===== src/rtl/conv_timer_pkg.sv =====
// constants for the conversion sequencing timer
package conv_timer_pkg;

	//------------------------------------------------------------
	// timing base
	//------------------------------------------------------------
	localparam int unsigned MOD_CLKS      = 16;
	localparam int unsigned DELAY_DEFAULT = 14;
	localparam int unsigned RATE_CODES    = 14;
	localparam int unsigned CNT_W         = 20;
	localparam int unsigned FIFO_DEPTH    = 8;
	localparam logic [3:0]  RATE_MAX      = 4'hd;
	localparam logic        FILTER_SINC3  = 1'h0;
	localparam logic        FILTER_LOWLAT = 1'h1;

	//------------------------------------------------------------
	// modulator periods per rate code, 2.5 sps up to 4000 sps
	//------------------------------------------------------------
	localparam int unsigned SINC3_FIRST [RATE_CODES] = '{
		307265, 153665, 76865, 46145, 38465, 15425, 12857,
		7745, 3905, 1985, 1025, 808, 424, 232};
	localparam int unsigned LOWLAT_FIRST [RATE_CODES] = '{
		104065, 52865, 27265, 15425, 14465, 5160, 4329,
		2600, 1320, 680, 360, 296, 168, 104};
	localparam int unsigned NEXT_PERIOD [RATE_CODES] = '{
		102400, 51200, 25600, 15360, 12800, 5120, 4264,
		2560, 1280, 640, 320, 256, 128, 64};

	//------------------------------------------------------------
	// sequencer states, gray along idle-delay-conv-hold
	//------------------------------------------------------------
	typedef enum logic [1:0] {
		ST_IDLE  = 2'h0,
		ST_DELAY = 2'h1,
		ST_CONV  = 2'h3,
		ST_HOLD  = 2'h2
	} seq_state_t;

endpackage


===== src/rtl/filter_conversion_timer.sv =====
// conversion sequencing and result timing for the decimation filter
//
// Operation
// - settling delay first, default 14 modulator periods
// - start on trigger rise or start command
// - later continuous conversions skip settling delay
// - filter select 0 picks sinc3 path
// - sinc3 drops first two results, outputs third
// - sinc3 first result after tabled periods
// - continuous later results after tabled periods
// - sinc3 nulls track data rate
// - sinc3 decimator runs at clock over 16
// - all intervals counted in modulator periods
// - low-latency first and later tabled periods
`timescale 1ns/1ns
`default_nettype none

module filter_conversion_timer #(
	parameter int unsigned DATA_W    = 24,
	parameter int unsigned MOD_CLKS  = conv_timer_pkg::MOD_CLKS,
	parameter int unsigned DELAY_DEF = conv_timer_pkg::DELAY_DEFAULT,
	parameter int unsigned SINC3_FIRST_P  [conv_timer_pkg::RATE_CODES] = conv_timer_pkg::SINC3_FIRST,
	parameter int unsigned LOWLAT_FIRST_P [conv_timer_pkg::RATE_CODES] = conv_timer_pkg::LOWLAT_FIRST,
	parameter int unsigned NEXT_PERIOD_P  [conv_timer_pkg::RATE_CODES] = conv_timer_pkg::NEXT_PERIOD
) (
	input  wire logic              CLK_I,
	input  wire logic              RSTN_I,
	input  wire logic              TRIG_I,
	input  wire logic              START_CMD_I,
	input  wire logic              STOP_CMD_I,
	input  wire logic              CONT_MODE_I,
	input  wire logic              FILTER_SEL_I,
	input  wire logic [3:0]        RATE_I,
	input  wire logic [2:0]        DELAY_SEL_I,
	input  wire logic [DATA_W-1:0] RESULT_I,
	output logic      [DATA_W-1:0] DATA_O,
	output logic                   DATA_VALID_O,
	input  wire logic              DATA_READY_I,
	output logic                   BUSY_O,
	output logic                   MOD_TICK_O
);
	localparam int unsigned CNT_W = conv_timer_pkg::CNT_W;
	localparam int unsigned PH_W  = $clog2(MOD_CLKS);

	if (MOD_CLKS < 2 || (1 << PH_W) != MOD_CLKS || DATA_W < 1 || DELAY_DEF < 1
		|| ((DELAY_DEF << 7) >= (1 << CNT_W))) begin : g_bad_param
		$error("modulator divider or delay out of range");
	end

	// a zero or oversized interval would stall the down counter
	for (genvar i = 0; i < conv_timer_pkg::RATE_CODES; i++) begin : g_len_check
		if (SINC3_FIRST_P[i] < 1 || LOWLAT_FIRST_P[i] < 1 || NEXT_PERIOD_P[i] < 1
			|| SINC3_FIRST_P[i] >= (1 << CNT_W) || LOWLAT_FIRST_P[i] >= (1 << CNT_W)
			|| NEXT_PERIOD_P[i] >= (1 << CNT_W)) begin : g_bad_len
			$error("interval table entry out of counter range");
		end
	end

	conv_timer_pkg::seq_state_t state_reg;
	conv_timer_pkg::seq_state_t state_next;

	logic              trig_meta_reg;
	logic              trig_sync_reg;
	logic              trig_prev_reg;
	logic              start_evt;
	logic [PH_W-1:0]   phase_reg;
	logic              tick;
	logic [CNT_W-1:0]  cnt_reg;
	logic [CNT_W-1:0]  cnt_next;
	logic              cnt_done;
	logic              cont_reg;
	logic              filt_reg;
	logic [3:0]        rate_reg;
	logic [3:0]        rate_eff;
	logic [CNT_W-1:0]  delay_len;
	logic [CNT_W-1:0]  first_len;
	logic [CNT_W-1:0]  next_len;
	logic              push_valid;
	logic              push_ready;
	logic              pushed;

	//------------------------------------------------------------
	// trigger pin synchroniser and start events
	//------------------------------------------------------------
	always_ff @(posedge CLK_I) begin
		if (!RSTN_I) begin
			trig_meta_reg <= 1'b0;
			trig_sync_reg <= 1'b0;
			trig_prev_reg <= 1'b0;
		end else begin
			trig_meta_reg <= TRIG_I;
			trig_sync_reg <= trig_meta_reg;
			trig_prev_reg <= trig_sync_reg;
		end
	end

	// command pulse arrives already aligned to the seventh serial edge
	assign start_evt = (trig_sync_reg && !trig_prev_reg) || START_CMD_I;

	//------------------------------------------------------------
	// modulator period divider, restarted by each start
	//------------------------------------------------------------
	always_ff @(posedge CLK_I) begin
		if (!RSTN_I || start_evt) begin
			phase_reg <= '0;
		end else begin
			phase_reg <= phase_reg + 1'b1;
		end
	end

	assign tick       = phase_reg == PH_W'(MOD_CLKS - 1);
	assign MOD_TICK_O = tick;

	//------------------------------------------------------------
	// settings captured at start
	//------------------------------------------------------------
	always_ff @(posedge CLK_I) begin
		if (!RSTN_I) begin
			cont_reg <= 1'b0;
			filt_reg <= conv_timer_pkg::FILTER_SINC3;
			rate_reg <= '0;
		end else if (start_evt) begin
			cont_reg <= CONT_MODE_I;
			filt_reg <= FILTER_SEL_I;
			rate_reg <= RATE_I;
		end
	end

	//------------------------------------------------------------
	// interval lookup in modulator periods
	//------------------------------------------------------------
	assign rate_eff  = (rate_reg > conv_timer_pkg::RATE_MAX) ? conv_timer_pkg::RATE_MAX : rate_reg;
	assign delay_len = CNT_W'(DELAY_DEF << DELAY_SEL_I);

	always_comb begin
		if (filt_reg == conv_timer_pkg::FILTER_SINC3) begin
			// covers two suppressed conversions plus the settled one
			first_len = CNT_W'(SINC3_FIRST_P[rate_eff]);
		end else begin
			first_len = CNT_W'(LOWLAT_FIRST_P[rate_eff]);
		end
		next_len = CNT_W'(NEXT_PERIOD_P[rate_eff]);
	end

	//------------------------------------------------------------
	// sequencer
	//------------------------------------------------------------
	assign cnt_done   = tick && (cnt_reg == CNT_W'(1));
	assign push_valid = (state_reg == conv_timer_pkg::ST_CONV && cnt_done)
		|| state_reg == conv_timer_pkg::ST_HOLD;
	assign pushed     = push_valid && push_ready;

	always_comb begin
		state_next = state_reg;
		cnt_next   = cnt_reg;
		if (tick && cnt_reg != '0) begin
			cnt_next = cnt_reg - CNT_W'(1);
		end
		unique case (state_reg)
			conv_timer_pkg::ST_IDLE: begin
			end
			conv_timer_pkg::ST_DELAY: begin
				if (cnt_done) begin
					state_next = conv_timer_pkg::ST_CONV;
					cnt_next   = first_len;
				end
			end
			conv_timer_pkg::ST_CONV, conv_timer_pkg::ST_HOLD: begin
				if (pushed) begin
					if (cont_reg) begin
						state_next = conv_timer_pkg::ST_CONV;
						cnt_next   = next_len;
					end else begin
						state_next = conv_timer_pkg::ST_IDLE;
					end
				end else if (push_valid) begin
					// buffer full: timer waits, result held back
					state_next = conv_timer_pkg::ST_HOLD;
				end
			end
		endcase
		if (STOP_CMD_I) begin
			state_next = conv_timer_pkg::ST_IDLE;
			cnt_next   = '0;
		end
		if (start_evt) begin
			state_next = conv_timer_pkg::ST_DELAY;
			cnt_next   = delay_len;
		end
	end

	always_ff @(posedge CLK_I) begin
		if (!RSTN_I) begin
			state_reg <= conv_timer_pkg::ST_IDLE;
		end else begin
			state_reg <= state_next;
		end
	end

	always_ff @(posedge CLK_I) begin
		if (!RSTN_I) begin
			cnt_reg <= '0;
		end else begin
			cnt_reg <= cnt_next;
		end
	end

	assign BUSY_O = state_reg != conv_timer_pkg::ST_IDLE;

	//------------------------------------------------------------
	// settled results into the output buffer
	//------------------------------------------------------------
	result_fifo #(
		.WIDTH (DATA_W),
		.DEPTH (conv_timer_pkg::FIFO_DEPTH)
	) u_fifo (
		.clk_i       (CLK_I),
		.rstn_i      (RSTN_I),
		.in_data_i   (RESULT_I),
		.in_valid_i  (push_valid),
		.in_ready_o  (push_ready),
		.out_data_o  (DATA_O),
		.out_valid_o (DATA_VALID_O),
		.out_ready_i (DATA_READY_I)
	);

endmodule // filter_conversion_timer

`default_nettype wire


===== src/rtl/result_fifo.sv =====
// result buffer with valid and ready on both sides
`timescale 1ns/1ns
`default_nettype none

module result_fifo #(
	parameter int unsigned WIDTH = 24,
	parameter int unsigned DEPTH = 8
) (
	input  wire logic             clk_i,
	input  wire logic             rstn_i,
	input  wire logic [WIDTH-1:0] in_data_i,
	input  wire logic             in_valid_i,
	output logic                  in_ready_o,
	output logic      [WIDTH-1:0] out_data_o,
	output logic                  out_valid_o,
	input  wire logic             out_ready_i
);
	localparam int unsigned AW = $clog2(DEPTH);

	if (DEPTH < 2 || (1 << AW) != DEPTH) begin : g_bad_depth
		$error("depth must be a power of two, at least 2");
	end

	logic [WIDTH-1:0] mem_reg [DEPTH];
	logic [AW:0]      wr_ptr_reg;
	logic [AW:0]      rd_ptr_reg;
	logic             full;
	logic             empty;
	logic             push;
	logic             pop;

	assign full        = (wr_ptr_reg[AW] != rd_ptr_reg[AW]) && (wr_ptr_reg[AW-1:0] == rd_ptr_reg[AW-1:0]);
	assign empty       = wr_ptr_reg == rd_ptr_reg;
	assign in_ready_o  = !full;
	assign out_valid_o = !empty;
	assign push        = in_valid_i && !full;
	assign pop         = out_ready_i && !empty;
	assign out_data_o  = mem_reg[rd_ptr_reg[AW-1:0]];

	//------------------------------------------------------------
	// storage
	//------------------------------------------------------------
	always_ff @(posedge clk_i) begin
		if (push) begin
			mem_reg[wr_ptr_reg[AW-1:0]] <= in_data_i;
		end
	end

	//------------------------------------------------------------
	// pointers
	//------------------------------------------------------------
	always_ff @(posedge clk_i) begin
		if (!rstn_i) begin
			wr_ptr_reg <= '0;
		end else if (push) begin
			wr_ptr_reg <= wr_ptr_reg + 1'b1;
		end
	end

	always_ff @(posedge clk_i) begin
		if (!rstn_i) begin
			rd_ptr_reg <= '0;
		end else if (pop) begin
			rd_ptr_reg <= rd_ptr_reg + 1'b1;
		end
	end

endmodule // result_fifo

`default_nettype wire


===== config.mk =====
export PLATFORM = sky130hd
export DESIGN_NAME = filter_conversion_timer
export DESIGN_NICKNAME = d
export VERILOG_FILES = /design/src/rtl/conv_timer_pkg.sv /design/src/rtl/filter_conversion_timer.sv /design/src/rtl/result_fifo.sv
export SDC_FILE = /design/constraint.sdc
export NUM_CORES = 1
export LEC_CHECK = 0
export BUFFER_PORTS_ARGS = -buffer_cell sky130_fd_sc_hd__buf_2
export CAP_MARGIN = 15
export CORE_ASPECT_RATIO = 0.75
export CORE_MARGIN = 2
export CORE_UTILIZATION = 45
export CTS_CLUSTER_DIAMETER = 60
export DETAILED_ROUTE_END_ITERATION = 10
export SYNTH_ARGS = -nofsm -noshare
export SYNTH_HDL_FRONTEND = slang
export SYNTH_HIERARCHICAL = 1
export SYNTH_SLANG_ARGS = --single-unit

===== constraint.sdc =====
create_clock -name CLK_I -period 7.57 [get_ports CLK_I]
set_input_delay 1.1355 -clock CLK_I [delete_from_list [all_inputs] [get_ports CLK_I]]
set_output_delay 1.1355 -clock CLK_I [all_outputs]
set_load 0.1 [all_outputs]

==> results of run 1 <==
[cell families (layout without fill, tap and decap cells)]
group	after synthesis	count (layout)
AOI/OAI and AO/OA	112	112
buffers and inverters	58	136
muxes	83	83
DFF	238	238
other	0	1
and+or+nand+nor	197	197
adders and majority gates	11	11
xor gates and xnor gates	27	27
[stage by stage]
| stage | cell area (um2) | power (mW) | worst slack [ns] | utilization |
|---|---|---|---|---|
| final | 12150 | 3.021 | 3.641 | 0.5242 |
| after global routing | 12150 | 3.132 | 3.467 | 0.5241 |
| after CTS | 12130 | 3.052 | 3.574 | 0.5234 |
| after detailed placement | 11340 | 1.880 | 4.143 | 0.4890 |
| after global placement | 11340 | 1.874 | 4.147 | 0.4890 |
| after floorplan | 10720 | 1.809 | 2.565 | - |
[synthesized netlist by cell type, types with 7 or more instances]
cell type  instances  share of area
nand2b_1          12         0.0070
ha_1              11          0.013
clkbuf_1          23         0.0081
xnor2_1           16          0.013
nand3_1           15         0.0070
o22ai_1           10         0.0058
nand2_1           61          0.021
nor2b_1           11         0.0064
mux2_2            24          0.025
inv_1             14         0.0049
nor3_1            11         0.0051
nor2_1            23         0.0081
mux2i_1           11          0.010
buf_2             15         0.0070
dfxtp_1           46          0.086
and3_1             7         0.0041
nand4_1            7         0.0041
xor2_1             7         0.0057
a21oi_1           34          0.016
mux4_2            48           0.10
o21ai_0           25          0.012
edfxtp_1         192           0.54
[layer usage]
layer	vias up	global-route usage	part of all wire
met4	2	0.03629	0.016
met5	-	0	0.00057
li1	2956	-	-
met3	29	0.03225	0.057
met1	3216	0.2845	0.48
met2	177	0.2784	0.44
[worst min-delay path by stage]
stage,end,startpoint,cells after the start,slack (ns)
after detailed placement,trig_sync_reg,trig_meta_reg,1,0.44
final,trig_sync_reg,trig_meta_reg,1,0.45
after global routing,trig_sync_reg,trig_meta_reg,1,0.46
after floorplan,trig_sync_reg,trig_meta_reg,1,0.41
after CTS,trig_sync_reg,trig_meta_reg,1,0.45
after global placement,trig_sync_reg,trig_meta_reg,1,0.42
[critical path, stage by stage, from the launching register on]
cell and delay, ns:
dfxtp_4 0.97, mux4_2 0.62, mux2_2 0.32, buf_2 0.30
[layout by cell type (no fill, tap or decap), types with 7 or more instances in the layout]
cell type    n
nand4_1      7
ha_1        11
xnor2_1     16
o22ai_1     10
clkbuf_16   25
nor3_1      10
inv_1       14
nand2_1     61
xor2_1       7
nor2b_1     11
mux2i_1     11
nand3_1     15
buf_4       10
o21ai_0     25
nand2b_1    12
buf_2       65
mux4_2      48
a21oi_1     34
dfxtp_1     43
mux2_2      24
edfxtp_1   192
and3_1       7
nor2_1      22
[layout make-up]
| type | instances | area, um2 | share of cell area |
|---|---|---|---|
| Sequential cell | 238 | 6693 | 0.5508 |
| Multi-Input combinational cell | 430 | 3815 | 0.3139 |
| Clock buffer | 32 | 691.9 | 0.05694 |
| Timing Repair Buffer | 76 | 415.4 | 0.03418 |
| Tap cell | 300 | 375.4 | 0.03089 |
| Clock inverter | 14 | 106.4 | 0.008752 |
| Inverter | 14 | 52.55 | 0.004325 |
| Antenna cell | 1 | 2.502 | 0.0002059 |
[where the power goes]
part	total, mW	switching [mW]	internal (mW)
Clock	1.17	0.511	0.658
Combinational	0.381	0.246	0.135
Sequential	1.47	0.0494	1.42
Total	3.02	0.806	2.21
==> flow_summary.json, run 1 <==
{
  "status": "completed",
  "rows": 48,
  "synth-edff-count": 192,
  "post-cts-setup-buffers": 0,
  "fp.coreArea_um2": 23180,
  "drcViolationCount": 0,
  "finalCriticalPeriod_ns": 3.929,
  "clk_path_buf_depth": 3,
  "drv_cap": 0,
  "slew_headroom": 0.3007,
  "worstHoldPathType": "reg2reg",
  "wl_um": 22780,
  "final_layout_size_suffix_gt1_frac": 0.2886,
  "ys.flop_type": "edfxtp_1",
  "setup_viol": 0,
  "report.final.hold_viol_count": 0,
  "antenna_found_initial": 2,
  "postCtsHoldBufs": 0,
  "clk_latency_ns": 0.54,
  "initial_utilization": 0.4625,
  "largest_reg_flops": 192,
  "h-tree-depth": 1,
  "tightest_slew_ns": 1.047,
  "drt-wirelength-per-cell_um": 20.61,
  "syn_area_um2": 10720,
  "rsz0062_at_grt": "false",
  "clockRootBuffer": "clkbuf_16",
  "port_buffers": 65,
  "synth_top_family_by_area": "multiplexers",
  "grt_pass1_wl_um": 35680,
  "rr_endpoint": "u_fifo/mem_reg[5][2]",
  "reg2reg_from": "phase_reg[0]",
  "ioPinCount": 66,
  "placed_cells": 1057,
  "cp-start-kind": "register",
  "grt.overflow.total": 0,
  "final_cells": 1105,
  "path_class": "reg2out",
  "path_max_fanout": 48,
  "cts_buffers": 25,
  "synth_xor_area_frac": 0.02485,
  "yosysSeqAreaShare": 0.6236,
  "firstDrtPassIters": 5,
  "powerDensity_nw_per_um2": 248.6,
  "path_clk_slew_ns": 0.06,
  "grt_max_degree": 49,
  "yosysWarnings": 6,
  "synth.mux.area_fraction": 0.1363,
  "end_kind": "primary output",
  "grt_pass1_vias": 6207,
  "drt-initial-drc-count": 686,
  "syn_to_final_growth_pct": 13.33,
  "vias": 6380,
  "yosysUniqueCellTypes": 78,
  "synth_fp_nets": 776,
  "whs_ns": 0.4456,
  "vias_per_cell": 5.774,
  "finalCritPeriodShare": 0.5191,
  "critPathRequiredTime_ns": 6.43,
  "reg2regPathDepth": 8,
  "die_w_um": 182.2,
  "cp.arrival_ns": 2.79,
  "fmax_mhz": 254.5,
  "fin_skew_ns": 0.02205,
  "drv_slew": 0,
  "r2r_slack_ns": 4.48,
  "synthAdderAreaFrac": 0.01284,
  "irDropWorstVdd_v": 0.0001817,
  "cts.repair.resized": 0,
  "nNetsFinal": 835,
  "fin_tns_setup_ns": 0,
  "p_leak_nw": 3.998,
  "fp.dieH_um": 137.7,
  "die_area_um2": 25090,
  "cts_tree": "done",
  "grt_use_total": 0.1851,
  "synth_simple_gate_area_share": 0.1071,
  "avgSynthCellArea_um2": 14.77,
  "fillers": 1925,
  "postRouteAntennaNets": 0,
  "synth_cells": 726,
  "hpwlAfterDp_um": 13700,
  "place.gp.congestion": 0.8931,
  "synth_seq_cells": 238,
  "async_flop_share": 0,
  "clkSinkCount": 238,
  "synth_compound_area_frac": 0.07048,
  "critPathCapture": "DATA_O[0]"
}
(Power assumes the default switching activity.)
==> run 2: changes to the inputs <==
Clock period 7.57 ns to 3.56 ns, I/O delays scaled along.
==> run 2 against run 1 <==
Effect of this change: sequential share of layout area decreased by 1.0 points; sequential power is 110% higher; via count increased by 1.7%; wire length grew 2.8%; critical path type unchanged; largest cell class unchanged.
==> flow_summary.json, run 2 (synthesis gave the netlist of run 1 again) <==
{
  "cp.arrival_ns": 2.60,
  "combPwrFrac": 0.133,
  "worstHoldPathType": "in2reg",
  "cts_buffers": 25,
  "fin_skew_ns": 0.009261,
  "hpwlAfterDp_um": 15680,
  "antenna_found_initial": 1,
  "irDropWorstVdd_v": 0.0003796,
  "setup_viol": 0,
  "fillers": 1921,
  "multi_input_area_um2": 3874,
  "whs_ns": 0.2228,
  "critPathRequiredTime_ns": 3.03,
  "fp.dieH_um": 137.7,
  "final_cell_mix": "192 x edfxtp_1, 65 x buf_2, 61 x nand2_1",
  "critical-path-top-delay-family": "multiplexers",
  "switchingPower_mw": 1.713,
  "cts.repair.resized": 0,
  "slowest_stage": "dfxtp_4",
  "final_core_util": 0.5341,
  "seqPwrFrac": 0.467,
  "cp_cell_sequence": "buf_12, mux4_2, mux2_2, buf_2",
  "grt_use_total": 0.1909,
  "port_buffers": 65,
  "p_leak_nw": 4.092,
  "clkSinkCount": 238,
  "vias_per_cell": 5.793,
  "clkPwrFrac": 0.400,
  "slew_headroom": 0.4509,
  "drcViolationCount": 0,
  "grt_pass1_vias": 6528,
  "grt_pass1_wl_um": 36920,
  "path_max_fanout": 22,
  "report.final.hold_viol_count": 0,
  "h-tree-depth": 1,
  "nNetsFinal": 850,
  "tightest_slew_ns": 0.8175,
  "cts_tree": "done",
  "finalCritPeriodShare": 0.8799,
  "grt.overflow.total": 0,
  "cp-start-kind": "register",
  "largest_reg_flops": 192,
  "clk_path_buf_depth": 3,
  "wl_um": 23420,
  "firstDrtPassIters": 5,
  "fmax_mhz": 319.2,
  "vias": 6488,
  "powerDensity_nw_per_um2": 535.2,
  "cp_slowest_stage_delay_ns": 0.64,
  "fp.coreArea_um2": 23180,
  "place.gp.congestion": 0.8975,
  "drt-initial-drc-count": 667,
  "path_clk_slew_ns": 0.06,
  "drt-wirelength-per-cell_um": 20.91,
  "post-cts-setup-buffers": 0,
  "seqCellArea_um2": 6691,
  "fin_tns_setup_ns": 0,
  "syn_to_final_growth_pct": 15.47,
  "final_layout_size_suffix_gt1_frac": 0.2943,
  "end_kind": "primary output",
  "rsz0062_at_grt": "false",
  "ioPinCount": 66,
  "rows": 48,
  "drv_slew": 0,
  "power.share.switching": 0.2586,
  "grt_max_degree": 39,
  "die_w_um": 182.2,
  "status": "completed",
  "path_class": "reg2out",
  "die_area_um2": 25090,
  "clockRootBuffer": "clkbuf_16",
  "drv_cap": 0,
  "initial_utilization": 0.4625,
  "postCtsHoldBufs": 0,
  "critPathBufInv": 2,
  "finalCriticalPeriod_ns": 3.133,
  "intPower_mw": 4.913,
  "layout_commonest_cell": "edfxtp_1",
  "clk_latency_ns": 0.52,
  "postRouteAntennaNets": 0
}
run 2: per-layer routing:
| metal | vias up | global-route usage | routed length [um] |
|---|---|---|---|
| met5 | - | 0 | 0 |
| met4 | 0 | 0.04346 | 410 |
| met3 | 28 | 0.04150 | 1498 |
| met2 | 202 | 0.2901 | 10360 |
| met1 | 3272 | 0.2831 | 11150 |
| li1 | 2986 | - | - |
run 2: power groups by stage:
stage	Clock [mW]	Combinational, mW	Sequential (mW)
2_1_floorplan	0	0.749	3.10
3_3_place_gp	0	0.875	3.15
3_5_place_dp	0	0.882	3.16
4_1_cts	2.72	0.887	3.10
5_1_grt	2.82	0.941	3.10
6_report	2.65	0.884	3.09
run 2: worst paths after layout:
path | from | to | slack (ns) | depth (start not counted)
setup / recovery | register | DATA_O[23] | 0.43 | 4
hold / removal | TRIG_I | trig_meta_reg | 0.22 | 2
setup reg to reg | u_fifo/wr_ptr_reg[2] | cnt_reg[4] | 0.47 | 8
hold reg to reg | trig_meta_reg | trig_sync_reg | 0.44 | 1
run 2: metrics by stage:
step	power [mW]	setup WS, ns	std cells	instance area [um2]
after detailed placement	4.038	0.4798	1073	11540
after floorplan	3.849	-0.2469	726	10770
after global placement	4.028	0.5568	1073	11540
after CTS	6.700	0.3434	1119	12380
after global routing	6.860	0.1846	1119	12380
final	6.627	0.4275	1120	12380
run 2: final cells by class:
cell class	instances	share of cell area
Antenna cell	1	0.0002021
Clock inverter	18	0.01647
Clock buffer	28	0.05143
Inverter	14	0.004244
Timing Repair Buffer	91	0.04406
Multi-Input combinational cell	430	0.3129
Sequential cell	238	0.5404
Tap cell	300	0.03032
==> run 3: changes to the inputs <==
Settings changed: CELL_PAD_IN_SITES_DETAIL_PLACEMENT set to 0, CELL_PAD_IN_SITES_GLOBAL_PLACEMENT set to 1, PLACE_DENSITY_LB_ADDON set to 0.1.
==> run 3 against run 2 <==
Effect of this change: clock power is 4% lower; flip-flop and latch count stayed put; clock skew rose by 0.0063 ns; critical endpoint is now DATA_O[14]; wire length up 0.38%; largest cell class unchanged; worst hold slack improved by 0.0036 ns.
==> flow_summary.json, run 3 (synthesis gave the netlist of run 1 again) <==
{
  "critPathRequiredTime_ns": 3.03,
  "slew_headroom": 0.3979,
  "ioPinCount": 66,
  "fin_skew_ns": 0.01557,
  "wl_um": 23510,
  "finalCriticalPeriod_ns": 3.181,
  "fmax_mhz": 314.3,
  "cts_tree": "done",
  "vias_per_cell": 5.754,
  "drt-initial-drc-count": 586,
  "pre_cts_ws_ns": 0.6815,
  "cts_buffers": 25,
  "clkSinkCount": 238,
  "hp-start": "TRIG_I",
  "place.gp.congestion": 0.8921,
  "status": "completed",
  "firstDrtPassIters": 5,
  "r2r_slack_ns": 0.65,
  "postCtsHoldBufs": 0,
  "tightest_slew_ns": 0.8965,
  "post-cts-setup-buffers": 0,
  "clockRootBuffer": "clkbuf_16",
  "rows": 48,
  "initial_utilization": 0.4625,
  "nNetsFinal": 847,
  "h-tree-depth": 1,
  "largest_reg_flops": 192,
  "rr_endpoint": "cnt_reg[4]",
  "drv_cap": 0,
  "port_buffers": 65,
  "final_cell_mix": "192 x edfxtp_1, 65 x buf_2, 61 x nand2_1",
  "setup_slack_ns": 0.3786,
  "report.final.hold_viol_count": 0,
  "path_class": "reg2out",
  "drcViolationCount": 0,
  "fp.coreArea_um2": 23180,
  "final_layout_size_suffix_gt1_frac": 0.2883,
  "p_total_mw": 6.533,
  "irDropWorstVdd_v": 0.0003269,
  "layout_commonest_cell": "edfxtp_1",
  "postRouteAntennaNets": 0,
  "path_clk_slew_ns": 0.06,
  "final_cells": 1116,
  "reg2reg_from": "u_fifo/rd_ptr_reg[1]",
  "rsz0062_at_grt": "false",
  "vias": 6421,
  "grt_use_total": 0.1899,
  "fp.dieH_um": 137.7,
  "placed_cells": 1070,
  "grt.overflow.total": 0,
  "end_kind": "primary output",
  "drt-wirelength-per-cell_um": 21.06,
  "path_max_fanout": 28,
  "syn_to_final_growth_pct": 14.85,
  "die_w_um": 182.2,
  "grt_pass1_wl_um": 36470,
  "setup_viol": 0,
  "cts.repair.resized": 0,
  "grt_max_degree": 49,
  "cp.arrival_ns": 2.65,
  "reg2regPathDepth": 8,
  "critPathCapture": "DATA_O[14]",
  "clk_latency_ns": 0.52,
  "powerDensity_nw_per_um2": 530.5,
  "cp-start-kind": "register",
  "die_area_um2": 25090,
  "drv_slew": 0,
  "clk_path_buf_depth": 3,
  "antenna_found_initial": 1,
  "hpwlAfterDp_um": 14930,
  "grt_pass1_vias": 6305,
  "worstHoldPathType": "in2reg",
  "finalCritPeriodShare": 0.8937,
  "p_leak_nw": 4.056
}
[run 3: cell count changes in the layout (fill, tap and decap cells not counted)]
cell,delta
clkinvlp_2,-1
buf_12,-1
bufinv_16,-1
clkinv_1,-1
inv_8,-1
clkinv_8,+1
inv_6,-1
buf_4,-2
clkbuf_1,+3
[run 3: per-stage QoR]
stage	hold slack [ns]	util	setup TNS (ns)	cell area, um2
2_1_floorplan	0.4118	-	-30.70	10770
3_3_place_gp	0.4190	0.4962	0	11500
3_5_place_dp	0.4263	0.4962	0	11500
4_1_cts	0.2073	0.5311	0	12310
5_1_grt	0.2228	0.5311	0	12310
6_report	0.2264	0.5313	0	12320
[run 3: how the worst min path moves through the flow]
stage,to,slack [ns],cells after the start
6_report,trig_meta_reg,0.23,2
3_5_place_dp,trig_sync_reg,0.43,1
3_3_place_gp,trig_sync_reg,0.42,1
2_1_floorplan,trig_sync_reg,0.41,1
5_1_grt,trig_meta_reg,0.22,2
4_1_cts,trig_meta_reg,0.21,2
[run 3: layout make-up]
class                   instances  area, um2
fillers                      1925      10870
flip-flops and latches        238       6691
multi-input cells             430       3874
clock buffers                  31      648.1
repair buffers                 88      510.5
well taps                     300      375.4
clock inverters                14      161.4
inverters                      14      52.55
diodes                          1      2.502
[run 3: worst max-delay path, cell delays in order, from the launching register on]
cell and delay (ns):
dfxtp_4 0.72, buf_4 0.31, mux4_2 0.51, mux2_2 0.28, buf_2 0.29
[run 3: metal layers]
| layer | GRT usage | wire length, um | part of all wire |
|---|---|---|---|
| met3 | 0.03304 | 1526 | 0.065 |
| met2 | 0.2869 | 10380 | 0.44 |
| met1 | 0.2889 | 11200 | 0.48 |
| met4 | 0.04122 | 402 | 0.017 |
| met5 | 0 | 0 | 0 |
[run 3: where the power goes]
part           internal, mW  switching, mW  leakage [nW]
sequential             3.02         0.0745          2.10
combinational         0.303          0.578          1.56
clock                  1.52           1.04         0.392
total                  4.84           1.69          4.06
